`src/logic/modem_ctl_pkg.sv`:
```
// package for the synchronous modem control block: timing constants and states
// assumes a single 20 MHz system clock; all times are converted here
package modem_ctl_pkg;
	localparam int CLK_HZ = 20000000;
	// self-test indicator timing
	localparam int PASS_DEADLINE_S = 15; // led must be out by this time
	localparam int PASS_DEADLINE_CYC = PASS_DEADLINE_S * CLK_HZ;
	localparam int FLASH_HALF_MS = 250; // half period of the error flash
	localparam int FLASH_HALF_CYC = FLASH_HALF_MS * (CLK_HZ / 1000);
	// synchroniser depth for pin inputs
	localparam int SYNC_STAGES = 3;
	typedef enum logic [1:0] {
		TX_IDLE,
		TX_WAIT_CTS,
		TX_SEND,
		TX_DRAIN
	} tx_state_t;
	typedef enum logic [1:0] {
		LED_TESTING,
		LED_OFF,
		LED_STEADY,
		LED_FLASH
	} led_state_t;
endpackage

```
`src/logic/pin_sync.sv`:
```
// three-stage synchroniser for one pin input with agreement filter
// assumes the pin is asynchronous to mclk; output changes once stages two and three agree
module pin_sync #(
	parameter logic RESET_VAL = 1'b0
) (
	input wire logic mclk,
	input wire logic rst_b,
	input wire logic pinIn,
	output logic level,
	output logic rise,
	output logic fall
);
	logic [2:0] stage_r;
	logic level_r;

	// first stage feeds only the second one
	always_ff @(posedge mclk or negedge rst_b) begin
		if (!rst_b) begin
			stage_r <= {3{RESET_VAL}};
		end else begin
			stage_r <= {stage_r[1:0], pinIn};
		end
	end

	// accept a change only when the two later stages agree, filters a single glitch
	always_ff @(posedge mclk or negedge rst_b) begin
		if (!rst_b) begin
			level_r <= RESET_VAL;
		end else if (stage_r[1] == stage_r[2]) begin
			level_r <= stage_r[2];
		end
	end

	assign level = level_r;
	assign rise = (stage_r[1] == stage_r[2]) && stage_r[2] && !level_r;
	assign fall = (stage_r[1] == stage_r[2]) && !stage_r[2] && level_r;
endmodule // pin_sync

```
`src/logic/modem_ctl.sv`:
```
// data terminal side of a synchronous modem link plus the self-test indicator led
// assumes modem pins are asynchronous to mclk; transmit and receive timing come from
// the modem and are sampled, not used as clocks; test results come from local logic

// Operation
// - when all self tests pass the led goes out before fifteen seconds and boot starts.
// - on a catastrophic failure the led stays lit past fifteen seconds.
// - on a reportable failure the led flashes instead of staying on or off.
// - transmit data leaves only while clear-to-send, terminal-ready and set-ready are on.
// - request-to-send is raised first and data is held until clear-to-send comes on.
// - terminal-ready is held on continuously while the link is in use.
// - received data is sampled on the falling edge of receive timing, mid bit.
module modem_ctl #(
	parameter int PASS_CYC = modem_ctl_pkg::PASS_DEADLINE_CYC,
	parameter int FLASH_CYC = modem_ctl_pkg::FLASH_HALF_CYC,
	parameter int WIDTH = 8
) (
	input wire logic mclk,
	input wire logic rst_b,
	// self-test results from the local test logic
	input wire logic testDone,
	input wire logic testCatastrophic,
	input wire logic testReportable,
	output logic ledOn,
	output logic bootStart,
	// user side
	input wire logic linkEnable,
	input wire logic txValid,
	input wire logic [WIDTH-1:0] txData,
	output logic txReady,
	output logic [WIDTH-1:0] rxData,
	output logic rxValid,
	output logic modemReady,
	output logic carrierOn,
	// modem pins
	output logic termReady,
	output logic reqSend,
	output logic txLine,
	input wire logic clearSend,
	input wire logic setReady,
	input wire logic carrierDet,
	input wire logic rxLine,
	input wire logic txTiming,
	input wire logic rxTiming
);
	localparam int CW = $clog2(WIDTH + 1);
	logic ctsLvl, dsrLvl, dcdLvl, rxdLvl, txtFall, rxtFall;
	modem_ctl_pkg::tx_state_t txState_r;
	modem_ctl_pkg::led_state_t ledState_r;
	logic [WIDTH-1:0] txShift_r, rxShift_r, rxData_r;
	logic [CW-1:0] txCount_r, rxCount_r;
	logic rxValid_r, txLine_r, termReady_r, bootStart_r, ledOn_r, flashPhase_r;
	logic [31:0] ledTimer_r, flashTimer_r;
	logic linkOk;

	// one synchroniser per modem input; data idles at mark (1)
	pin_sync #(.RESET_VAL(1'b0)) syncCts (.mclk(mclk), .rst_b(rst_b), .pinIn(clearSend),
		.level(ctsLvl), .rise(), .fall());
	pin_sync #(.RESET_VAL(1'b0)) syncDsr (.mclk(mclk), .rst_b(rst_b), .pinIn(setReady),
		.level(dsrLvl), .rise(), .fall());
	pin_sync #(.RESET_VAL(1'b0)) syncDcd (.mclk(mclk), .rst_b(rst_b), .pinIn(carrierDet),
		.level(dcdLvl), .rise(), .fall());
	pin_sync #(.RESET_VAL(1'b1)) syncRxd (.mclk(mclk), .rst_b(rst_b), .pinIn(rxLine),
		.level(rxdLvl), .rise(), .fall());
	pin_sync #(.RESET_VAL(1'b0)) syncTxt (.mclk(mclk), .rst_b(rst_b), .pinIn(txTiming),
		.level(), .rise(), .fall(txtFall));
	pin_sync #(.RESET_VAL(1'b0)) syncRxt (.mclk(mclk), .rst_b(rst_b), .pinIn(rxTiming),
		.level(), .rise(), .fall(rxtFall));

	// terminal ready follows the user enable and is held steady while enabled
	always_ff @(posedge mclk or negedge rst_b) begin
		if (!rst_b) begin
			termReady_r <= 1'b0;
		end else begin
			termReady_r <= linkEnable;
		end
	end

	// all three conditions must stand before any bit leaves
	assign linkOk = ctsLvl && dsrLvl && termReady_r;

	// transmit sequencer: raise rts, wait for cts, shift bytes on timing edges
	always_ff @(posedge mclk or negedge rst_b) begin
		if (!rst_b) begin
			txState_r <= modem_ctl_pkg::TX_IDLE;
			txShift_r <= '0;
			txCount_r <= '0;
			txLine_r <= 1'b1;
		end else begin
			case (txState_r)
				modem_ctl_pkg::TX_IDLE: begin
					txLine_r <= 1'b1;
					// a cts left up from the last request must fall first, or it would pass
					// as the answer to the next one; a modem with cts strapped on never gets one
					if (txValid && termReady_r && dsrLvl && !ctsLvl) begin
						txState_r <= modem_ctl_pkg::TX_WAIT_CTS;
					end
				end
				modem_ctl_pkg::TX_WAIT_CTS: begin
					txLine_r <= 1'b1; // no data until cts
					if (!termReady_r || !dsrLvl) begin
						txState_r <= modem_ctl_pkg::TX_IDLE;
					end else if (ctsLvl && txValid) begin
						txShift_r <= txData;
						txCount_r <= CW'(WIDTH);
						txState_r <= modem_ctl_pkg::TX_SEND;
					end
				end
				modem_ctl_pkg::TX_SEND: begin
					if (!linkOk) begin
						txLine_r <= 1'b1;
						txState_r <= modem_ctl_pkg::TX_IDLE;
					end else if (txtFall) begin
						// new bit presented on the falling timing edge, modem samples on the next fall
						txLine_r <= txShift_r[0];
						txShift_r <= txShift_r >> 1;
						txCount_r <= txCount_r - 1'b1;
						if (txCount_r == CW'(1)) begin
							txState_r <= modem_ctl_pkg::TX_DRAIN;
						end
					end
				end
				modem_ctl_pkg::TX_DRAIN: begin
					// hold the last bit one more timing period, then chain or release
					if (!linkOk) begin
						txLine_r <= 1'b1;
						txState_r <= modem_ctl_pkg::TX_IDLE;
					end else if (txtFall) begin
						txLine_r <= 1'b1;
						txState_r <= modem_ctl_pkg::TX_IDLE;
					end else if (txValid) begin
						txShift_r <= txData;
						txCount_r <= CW'(WIDTH);
						txState_r <= modem_ctl_pkg::TX_SEND;
					end
				end
				default: txState_r <= modem_ctl_pkg::TX_IDLE;
			endcase
		end
	end

	assign txReady = ((txState_r == modem_ctl_pkg::TX_WAIT_CTS) && ctsLvl && dsrLvl
		&& termReady_r) || ((txState_r == modem_ctl_pkg::TX_DRAIN) && linkOk && !txtFall);

	// receiver: sample mid bit on the on-to-off edge of receive timing while carrier is up
	always_ff @(posedge mclk or negedge rst_b) begin
		if (!rst_b) begin
			rxShift_r <= '0;
			rxCount_r <= '0;
			rxData_r <= '0;
			rxValid_r <= 1'b0;
		end else begin
			rxValid_r <= 1'b0;
			if (!dcdLvl || reqSend) begin
				rxCount_r <= '0; // receiver is off while carrier is down or rts is up
			end else if (rxtFall) begin
				rxShift_r <= {rxdLvl, rxShift_r[WIDTH-1:1]};
				if (rxCount_r == CW'(WIDTH - 1)) begin
					rxData_r <= {rxdLvl, rxShift_r[WIDTH-1:1]};
					rxValid_r <= 1'b1;
					rxCount_r <= '0;
				end else begin
					rxCount_r <= rxCount_r + 1'b1;
				end
			end
		end
	end

	// self-test indicator: lit from reset until a verdict, then off, steady or flashing
	always_ff @(posedge mclk or negedge rst_b) begin
		if (!rst_b) begin
			ledState_r <= modem_ctl_pkg::LED_TESTING;
			ledTimer_r <= '0;
			bootStart_r <= 1'b0;
		end else begin
			bootStart_r <= 1'b0;
			case (ledState_r)
				modem_ctl_pkg::LED_TESTING: begin
					if (testCatastrophic) begin
						ledState_r <= modem_ctl_pkg::LED_STEADY;
					end else if (testReportable) begin
						ledState_r <= modem_ctl_pkg::LED_FLASH;
					end else if (testDone) begin
						ledState_r <= modem_ctl_pkg::LED_OFF;
						bootStart_r <= 1'b1;
					end else if (ledTimer_r >= 32'(PASS_CYC - 1)) begin
						// no verdict by the deadline counts as catastrophic
						ledState_r <= modem_ctl_pkg::LED_STEADY;
					end else begin
						ledTimer_r <= ledTimer_r + 32'h1;
					end
				end
				default: ledState_r <= ledState_r; // verdicts are final until reset
			endcase
		end
	end

	// flash timebase, only runs in the flash state
	always_ff @(posedge mclk or negedge rst_b) begin
		if (!rst_b) begin
			flashTimer_r <= '0;
			flashPhase_r <= 1'b1;
		end else if (ledState_r != modem_ctl_pkg::LED_FLASH) begin
			flashTimer_r <= '0;
			flashPhase_r <= 1'b1;
		end else if (flashTimer_r >= 32'(FLASH_CYC - 1)) begin
			flashTimer_r <= '0;
			flashPhase_r <= !flashPhase_r;
		end else begin
			flashTimer_r <= flashTimer_r + 32'h1;
		end
	end

	// led register
	always_ff @(posedge mclk or negedge rst_b) begin
		if (!rst_b) begin
			ledOn_r <= 1'b1;
		end else begin
			case (ledState_r)
				modem_ctl_pkg::LED_OFF: ledOn_r <= 1'b0;
				modem_ctl_pkg::LED_FLASH: ledOn_r <= flashPhase_r;
				default: ledOn_r <= 1'b1;
			endcase
		end
	end

	assign ledOn = ledOn_r;
	assign bootStart = bootStart_r;
	assign termReady = termReady_r;
	assign reqSend = (txState_r != modem_ctl_pkg::TX_IDLE);
	assign txLine = txLine_r;
	assign rxData = rxData_r;
	assign rxValid = rxValid_r;
	assign modemReady = dsrLvl;
	assign carrierOn = dcdLvl;
endmodule // modem_ctl

```
`config.mk`:
```
export PLATFORM = sky130hd
export DESIGN_NAME = modem_ctl
export DESIGN_NICKNAME = d
export VERILOG_FILES = /design/src/logic/modem_ctl_pkg.sv /design/src/logic/pin_sync.sv /design/src/logic/modem_ctl.sv
export SDC_FILE = /design/constraint.sdc
export NUM_CORES = 1
export LEC_CHECK = 0
export ABC_CLOCK_PERIOD_IN_PS = 4300
export BUFFER_PORTS_ARGS = -buffer_cell sky130_fd_sc_hd__buf_2
export CORE_ASPECT_RATIO = 0.7
export CORE_MARGIN = 2
export CORE_UTILIZATION = 33
export DETAILED_ROUTE_END_ITERATION = 6
export PLACE_DENSITY = 0.58
export SYNTH_ARGS = -nofsm -noshare
export SYNTH_HDL_FRONTEND = slang
export SYNTH_SLANG_ARGS = --single-unit
```
`constraint.sdc`:
```
create_clock -name mclk -period 4.3 [get_ports mclk]
set_input_delay 0.86 -clock mclk [delete_from_list [all_inputs] [get_ports mclk]]
set_output_delay 0.86 -clock mclk [all_outputs]
set_load 0.1 [all_outputs]
```
After elaboration in Yosys (flattened, before gate mapping)
Cells that the tools add are included.
{"block": "word_totals", "reg_bits": 130, "inputBits": 21, "output_inout_bits": 17, "word_cells": 156}
{"block": "op_classes", "n_addsub": 4, "order_cmp": 2, "eq_ne": 27, "mux": 50, "bitwise_logic": 5, "n_reduce_logical": 41}
{"op": "$add 32x1->32 const B", "n": 2}
{"op": "$mux 32", "n": 2}
{"op": "$mux 8", "n": 7}
{"op": "$mux 4", "n": 10}
{"op": "$ge 32x23->1 const B", "n": 1}
{"op": "$ge 32x29->1 const B", "n": 1}
{"op": "$mux 2", "n": 13}
{"op": "$pmux 8 s3", "n": 1}
{"op": "$ne 2x2->1 const B", "n": 9}
{"op": "$logic_and 1x1->1", "n": 15}
{"op": "$mux 1", "n": 13}
{"op": "$ne 3x3->1 const B", "n": 4}
{"op": "$pmux 4 s3", "n": 1}
{"op": "$reduce_and 5->1", "n": 2}
{"op": "$logic_not 1->1", "n": 8}
{"op": "$pmux 2 s4", "n": 1}
{"op": "$reduce_and 8->1", "n": 1}
{"op": "$eq 1x1->1", "n": 6}
{"op": "$eq 2x2->1 const B", "n": 3}
{"op": "$reduce_and 2->1", "n": 3}
{"op": "$reduce_bool 2->1", "n": 3}
{"op": "$not 1->1", "n": 5}
{"op": "$add 4x1->4 const B", "n": 1}
{"op": "$eq 2x1->1 const B", "n": 2}
{"op": "12 further kinds", "n": 15}

Logic depth before layout (Yosys ltp)
Gate-level depths: netlist (run 1).
{"block": "depth", "depth_word": 6, "ltp_mapped": 8}

By module
From an unflattened synthesis (run 1), not the netlist that was laid out.
{"block": "unflattened", "cells_unflattened": 499, "area_unflattened_um2": 5642.9}
{"module": "modem_ctl", "n_inst": 1, "cells_per_inst": 433, "area_each_um2": 4677.0, "seq_area_each_um2": 2631.3}
{"module": "pin_sync (syncCts ...)", "n_inst": 5, "cells_per_inst": 11, "area_each_um2": 160.2, "seq_area_each_um2": 100.1}
{"module": "pin_sync (syncRxd)", "n_inst": 1, "cells_per_inst": 11, "area_each_um2": 165.2, "seq_area_each_um2": 105.1}

Worst setup path before layout (run 1)
No wires, ideal clock.
{"block": "synth_timing", "path_type": "register -> output", "startpoint": "register syncDsr.level_r, in the netlist syncDsr.level", "endpoint": "output port txReady", "arrival_time_ps": 2016, "slack_ps": 1424, "path_stages_with_launch": 3, "path_buffers": 0, "cell_sequence": "dfrtp_1 -> and3_1 -> and3_1"}
{"block": "synth_via", "elab_chain_len": 5, "elab_cells_between_ends": 7, "classes_between": "reduce/logical (7)"}
{"item": "start: declaration", "line_no": "pin_sync.sv:14", "text": "logic level_r;"}
{"item": "start signal: assignment", "line_no": "pin_sync.sv:30", "text": "level_r <= stage_r[2];"}
{"item": "$logic_and 1x1->1 (2 in a row)", "line_no": "modem_ctl.sv:80", "text": "assign linkOk = ctsLvl && dsrLvl && termReady_r;"}
{"item": "$logic_and 1x1->1 (2 in a row)", "line_no": "modem_ctl.sv:143", "text": "&& termReady_r) || ((txState_r == modem_ctl_pkg::TX_DRAIN) && linkOk && !txtFall);"}
{"item": "$logic_or 1x1->1 (*)", "line_no": "modem_ctl.sv:143"}
{"item": "end: declaration", "line_no": "modem_ctl.sv:30", "text": "output logic txReady,"}
Mark *: on every way between the ends. The rest lies on a longest branch, timed or not.

Worst setup path in the final report (run 1)
{"block": "layout_timing", "startpoint": "register syncTxt.stage_r[1]", "endpoint": "output port txReady"}
{"block": "layout_via", "elab_chain_len": 6}
{"item": "start: declaration", "line_no": "pin_sync.sv:13", "text": "logic [2:0] stage_r;"}
{"item": "start signal: assignment", "line_no": "pin_sync.sv:19", "text": "stage_r <= {3{RESET_VAL}};"}
{"item": "start signal: assignment", "line_no": "pin_sync.sv:21", "text": "stage_r <= {stage_r[1:0], pinIn};"}
{"item": "$eq 1x1->1", "line_no": "pin_sync.sv:36", "text": "assign fall = (stage_r[1] == stage_r[2]) && !stage_r[2] && level_r;"}
{"item": "$logic_and 1x1->1 (2 in a row)", "line_no": "pin_sync.sv:36"}
{"item": "$logic_not 1->1", "line_no": "modem_ctl.sv:143"}
{"item": "$logic_and 1x1->1", "line_no": "modem_ctl.sv:143"}
{"item": "$logic_or 1x1->1", "line_no": "modem_ctl.sv:143"}
No other way between the ends.

==> results of run 1 <==
-- metal layers --
layer | GRT usage (%) | up-vias
met5 | 0 | -
met4 | 4.97 | 0
met3 | 4.38 | 19
met2 | 19.8 | 64
met1 | 17.8 | 1818
li1 | - | 1788
-- final timing paths --
check,startpoint,endpoint,slack (ns),cells past startpoint
max in group asynchronous,rst_b,flashPhase_r,2.94,2
max,syncTxt.stage_r[1],txReady,1.66,5
min in group asynchronous,rst_b,ledTimer_r[0],0.50,1
min,syncRxt.stage_r[0],syncRxt.stage_r[1],0.35,0
min reg2reg,syncRxt.stage_r[0],syncRxt.stage_r[1],0.35,0
max reg2reg,ledTimer_r[20],ledTimer_r[1],1.68,5
-- through the flow --
stage / power, mW / instances / cell area, um2 / utilization, % / worst slack (ns)
final: 2.84 / 776 / 6470 / 39.9 / 1.66
after global routing: 2.97 / 776 / 6470 / 39.9 / 1.52
after CTS: 2.89 / 776 / 6470 / 39.9 / 1.63
after detailed placement: 1.45 / 744 / 5890 / 36.3 / 1.30
after global placement: 1.44 / 744 / 5890 / 36.3 / 1.37
after floorplan: 1.39 / 493 / 5440 / - / 1.42
-- kinds of logic after synthesis --
family / after synthesis / share of synthesized area, %
other cells: 1 / 0.0693
mux: 19 / 3.91
compound gates: 35 / 4.55
xor+xnor: 48 / 7.77
flops: 129 / 59.8
simple gates: 210 / 19.3
buf+inv: 32 / 2.29
fa+ha+maj: 11 / 2.36
-- registers in the layout, summed over array words and instances, names as in the netlist, 4 cells and up --
register,count
txShift_r,8
rxShift_r,7
ledTimer_r,32
flashTimer_r,32
rxCount_r,4
txCount_r,4
rxData,8
-- cell type report --
| cell class | count | area, um2 |
|---|---|---|
| sequential | 129 | 3240 |
| clock inverter | 15 | 159 |
| fill | 1580 | 9730 |
| clock buffer | 17 | 425 |
| tap | 225 | 282 |
| inverter | 19 | 71.3 |
| multi-input combinational | 332 | 2080 |
| timing repair buffer | 39 | 215 |
-- synthesized netlist by cell type, types with 9 or more instances --
cell | n | area [um2]
mux2_2 | 16 | 180
nand3_1 | 29 | 145
o21ai_0 | 9 | 45.0
nor2_1 | 63 | 236
nor3_1 | 26 | 130
nand2_1 | 29 | 109
clkbuf_1 | 12 | 45.0
nand4_1 | 13 | 81.3
xor2_1 | 35 | 307
inv_1 | 19 | 71.3
nor4_1 | 21 | 131
dfrtp_1 | 122 | 3050
xnor2_1 | 13 | 114
-- where the power goes --
part / internal (mW) / switching [mW]
Clock: 0.858 / 0.558
Combinational: 0.0444 / 0.0803
Sequential: 1.27 / 0.0344
Total: 2.17 / 0.673
-- layout by cell type, fill, tap and decap left out, types with 4 or more instances in the layout --
master and n:
nand3_1 29, nand2_1 29, nor4_1 21, buf_2 36, dfrtp_1 122, nor2_1 63, and3_1 7, xor2_1 35
a21oi_1 8, or3_1 7, maj3_1 4, nand4_1 13, inv_6 4, clkbuf_16 17, dfstp_2 7, inv_1 19
nor3_1 26, xnor2_1 13, o21ai_0 9, conb_1 9, ha_1 7, mux2_2 16
==> metrics.md, run 1 <==
| Metric | Value |
|---|---|
| Most used DFF post-synth | dfrtp_1 |
| EDFF count, synth | 0 |
| Crit-path max cell delay | ~0.43 ns |
| Max Cap Violations | 0 |
| Worst Hold Class | flop to flop |
| Initial antenna violation count | 0 |
| Post-synthesis sequential area ratio | between 50 and 60% |
| Final hold vios | 0 |
| Grt ovf | 0 |
| CTS tree | yes |
| RSZ-0062 raised after global routing | no |
| Root Buffer | clkbuf_16 |
| Vias per Instance | between 4 and 5 |
| Worst-case clock buffer depth | 2 |
| Netlist Area Pre-Place | between 5000 and 6000 um2 |
| Synth Instances | 485 |
| DR iter-0 viols | roughly 220 |
| Final net count | around 570 |
| Setup TNS | 0 ns |
| Status | finished, final reports clean |
| # setup viols final | 0 |
| Die X | between 150 and 200 um |
| Largest delay share family, worst path | buffers and inverters |
| Layout cells sized above 1 | 18.0% |
| First-pass GRT wire length | ~18 mm |
| DRC viols | 0 |
| Slowest stage cell, crit path | buf_2 |
| Worst Tran Pin Value | roughly 1 ns |
| Post-DP HPWL | between 6 and 7 mm |
| Overall die area | ~17,000 um2 |
| DRT Pass-1 Iters | 4 |
| Leak | 2.92 nW |
| Pwr dens | between 400 and 500 nW/um2 |
| Distinct cells, synth | 48 |
| Critical Path Source Type | flop |
| Pin count of the biggest net entering global routing | 72 |
| Final hold slack | 0.345 ns |
| Crit share post-route | between 60% and 70% |
| CTS Sinks | ~130 |
| Met1 wire length | between 5 and 6 mm |
| Max-slew headroom | roughly a third |
| Met2 wire len | between 4 and 5 mm |
| Initial Util | between 30 and 40% |
| I/O pin count | 38 |
| Ys Warns | 0 |
| Insertion delay to the later sink of the worst-skew pair | between 0.4 and 0.5 ns |
| Vias in the first global route | 3,842 |
| Yosys reg bits | between 100 and 150 |
| Mean post-synth cell area | approximately 11 um2 |
| IO Port Bufs | 37 |
| Crit path cell chain | inv_1 > ha_1 > nand3_1 > and3_1 > buf_2 |
| Worst Path Buf+Inv | 2 |
| Tot GR Track Use | 13.2% |
| Row cnt | 39 |
| Crit path max fanout | 5 |
| ANT nets after route | 0 |
| Die height | 111 um |
| Ys async rst share | between 90% and 100% |
| Post-layout min period | roughly 2.6 ns |
| Required @ worst endpoint | 3.44 ns |
| Clock transition at path regs | roughly 0.06 ns |
| WS Path Type | flop to output port |
| Largest vdd supply drop | between 0.2 and 0.25 mV |
| CP arrival | about 1.8 ns |
| WL/cell | approximately 13 um |
| Post-CTS Resized | 0 |
| Cts bufs inserted | 17 |
| Vias | approximately 3,700 |
| Core area | 16,200 um2 |
| Top sig layer | met4 |
| Peak Freq | between 300 and 400 MHz |
| N_diodes | 0 |
| Final count of pins violating max slew | 0 |
| Post-CTS Hold Buffers | 0 |
| Post-route clock skew | between 0.007 and 0.008 ns |
| Total wire length | 10.2 mm |
| Setup Fix Bufs, Post-CTS | 0 |
| CTS H-tree lvls | 4 |
| Met3 wire len | ~400 um |
| Syn-to-layout area delta | 19.6% |
| CP Capture Type | output port |
| Routability Congestion | between 0.7 and 0.8 |
(Power assumes the default switching activity.)
==> run 2, diff against run 1 <==
ABC_CLOCK_PERIOD_IN_PS = 2500   (was 4300)
clock period = 2.5 ns   (was 4.3 ns; I/O delays follow)
==> metrics.md, run 2 (same netlist as run 1, synthesis figures left out) <==
| Metric | Value |
|---|---|
| Biggest regs | flashTimer_r x32, ledTimer_r x32 |
| Final count of pins violating max slew | 0 (unchanged) |
| Pin count of the biggest net entering global routing | 47 (-35%) |
| Setup Fix Bufs, Post-CTS | 0 (unchanged) |
| CTS tree | yes |
| Crit-path max cell delay | 0.55 ns (+0.12 ns) |
| Post-route clock skew | 0.0115 ns (+0.00414 ns) |
| Grt ovf | 0 (unchanged) |
| DRC viols | 0 (unchanged) |
| Worst-case clock buffer depth | 2 (unchanged) |
| First-pass GRT wire length | 17.6 mm (-3.4%) |
| Vias per Instance | 4.78 (+0.53%) |
| Vias in the first global route | 3,745 (-2.5%) |
| Peak Freq | approximately 430 MHz |
| Die X | 157 um (unchanged) |
| Leak | 2.99 nW (+2.1%) |
| Initial Util | 33.4% (unchanged) |
| Crit path max fanout | 6 (+1) |
| IO Port Bufs | 37 (unchanged) |
| Pre-CTS setup slack | 0.214 ns (-1.09 ns) |
| DRT Pass-1 Iters | 4 (unchanged) |
| Post-layout min period | about 2.3 ns |
| Overall die area | 17,500 um2 (unchanged) |
| Clock transition at path regs | 0.06 ns (about the same) |
| Critical Path Source Type | flop |
| Max-slew headroom | 60.2% (+25 points) |
| CP arrival | 2.58 ns (+0.80 ns) |
| I/O pin count | 38 (unchanged) |
| Insertion delay to the later sink of the worst-skew pair | 0.41 ns (about the same) |
| Final Worst Setup Slack | 0.197 ns (-1.46 ns) |
| Commonest cells after routing, fill and taps aside | dfrtp_1 (122), nor2_1 (63), buf_2 (36) |
| CP Capture Type | flop |
| Layout cells sized above 1 | 19.8% (+1.8 points) |
| Post-DP HPWL | 7.00 mm (+1.2%) |
| CTS H-tree lvls | 4 (unchanged) |
| Root Buffer | clkbuf_16 |
| CTS Sinks | 129 (unchanged) |
| Syn-to-layout area delta | 21.5% |
| Final net count | 577 (+1.9%) |
| Worst Hold Class | primary input to asynchronous set/reset pin |
| ANT nets after route | 0 (unchanged) |
| Initial antenna violation count | 0 (unchanged) |
| Die height | 111 um (unchanged) |
| WL/cell | 12.8 um (-3.0%) |
| Crit share post-route | 92.1% |
| Setup TNS | 0 ns (unchanged) |
| WS Path Type | flop to flop |
| Post-CTS Hold Buffers | 0 (unchanged) |
| Status | finished, final reports clean |
| Vias | 3,761 (+2.0%) |
| Worst Tran Pin Value | 0.592 ns (-0.380 ns) |
| Crit path cell chain | or4_1 > or4_4 > nor2_1 > nor3_1 > xor2_1 |
| RSZ-0062 raised after global routing | no |
| Post-CTS Resized | 0 (unchanged) |
| Slowest stage cell, crit path | or4_1 |
| Max Cap Violations | 0 (unchanged) |
| Routability Congestion | 0.800 (+7.5%) |
| Total wire length | 10.1 mm (-1.6%) |
| Cts bufs inserted | 17 (unchanged) |
| DR iter-0 viols | 195 (-11%) |
| Pwr dens | 748 nW/um2 (+70%) |
| Core area | 16,200 um2 (unchanged) |
| Largest vdd supply drop | 0.305 mV (+50%) |
| # setup viols final | 0 (unchanged) |
| Required @ worst endpoint | 2.78 ns (-0.66 ns) |
| Row cnt | 39 (unchanged) |
| Final hold vios | 0 (unchanged) |
| Tot GR Track Use | 12.7% (-0.50 points) |
| Tot Pwr | 4.92 mW (+73%) |
| Commonest non-fill, non-tap cell in the layout | dfrtp_1 |
| N_diodes | 0 (unchanged) |
[run 2: area by class of cell]
| class | count | area, um2 |
|---|---|---|
| fill | 1570 | 9620 |
| sequential | 129 | 3240 |
| multi-input combinational | 332 | 2080 |
| clock buffer | 18 | 439 |
| timing repair buffer | 50 | 310 |
| tap | 225 | 282 |
| clock inverter | 14 | 156 |
| inverter | 19 | 71.3 |
[run 2: worst max-delay path: cells and delay by family, from the launching register on]
| kind | cells | cell delay [ns] |
|---|---|---|
| simple gates | 4 | 1.59 |
| xor+xnor | 1 | 0.16 |
| flops | 1 | 0.41 |
[run 2: through the flow]
stage	std cells	area, um2	util, %	hold WS (ns)
after global placement	755	5980	36.9	0.336
after floorplan	493	5440	-	0.204
final	787	6580	40.6	0.0920
after detailed placement	755	5980	36.9	0.335
after CTS	787	6580	40.6	0.101
after global routing	787	6580	40.6	0.123
[run 2: final timing paths]
check / start / end / slack [ns] / cells after the start
min in group mclk: rxLine / syncRxd.stage_r[0] / 0.19 / 1
hold reg to reg: syncCts.stage_r[0] / syncCts.stage_r[1] / 0.34 / 0
setup reg to reg: ledTimer_r[20] / ledTimer_r[16] / 0.20 / 5
max in group asynchronous: rst_b / ledOn / 1.70 / 2
hold / removal: rst_b / ledTimer_r[9] / 0.09 / 1
setup / recovery: ledTimer_r[20] / ledTimer_r[16] / 0.20 / 5
[run 2: metal layers]
layer / GRT usage, % / vias up / routed length [um]
li1: - / 1827 / -
met1: 17.7 / 1848 / 4980
met2: 18.3 / 76 / 4400
met3: 4.81 / 10 / 602
met4: 4.00 / 0 / 86
met5: 0 / - / 0
[run 2: power breakdown]
| group | internal (mW) | switching [mW] | total, mW | leakage (nW) |
|---|---|---|---|---|
| Sequential | 2.18 | 0.0614 | 2.24 | 1.64 |
| Combinational | 0.0798 | 0.141 | 0.221 | 1.06 |
| Clock | 1.51 | 0.950 | 2.46 | 0.285 |
| Total | 3.77 | 1.15 | 4.92 | 2.99 |
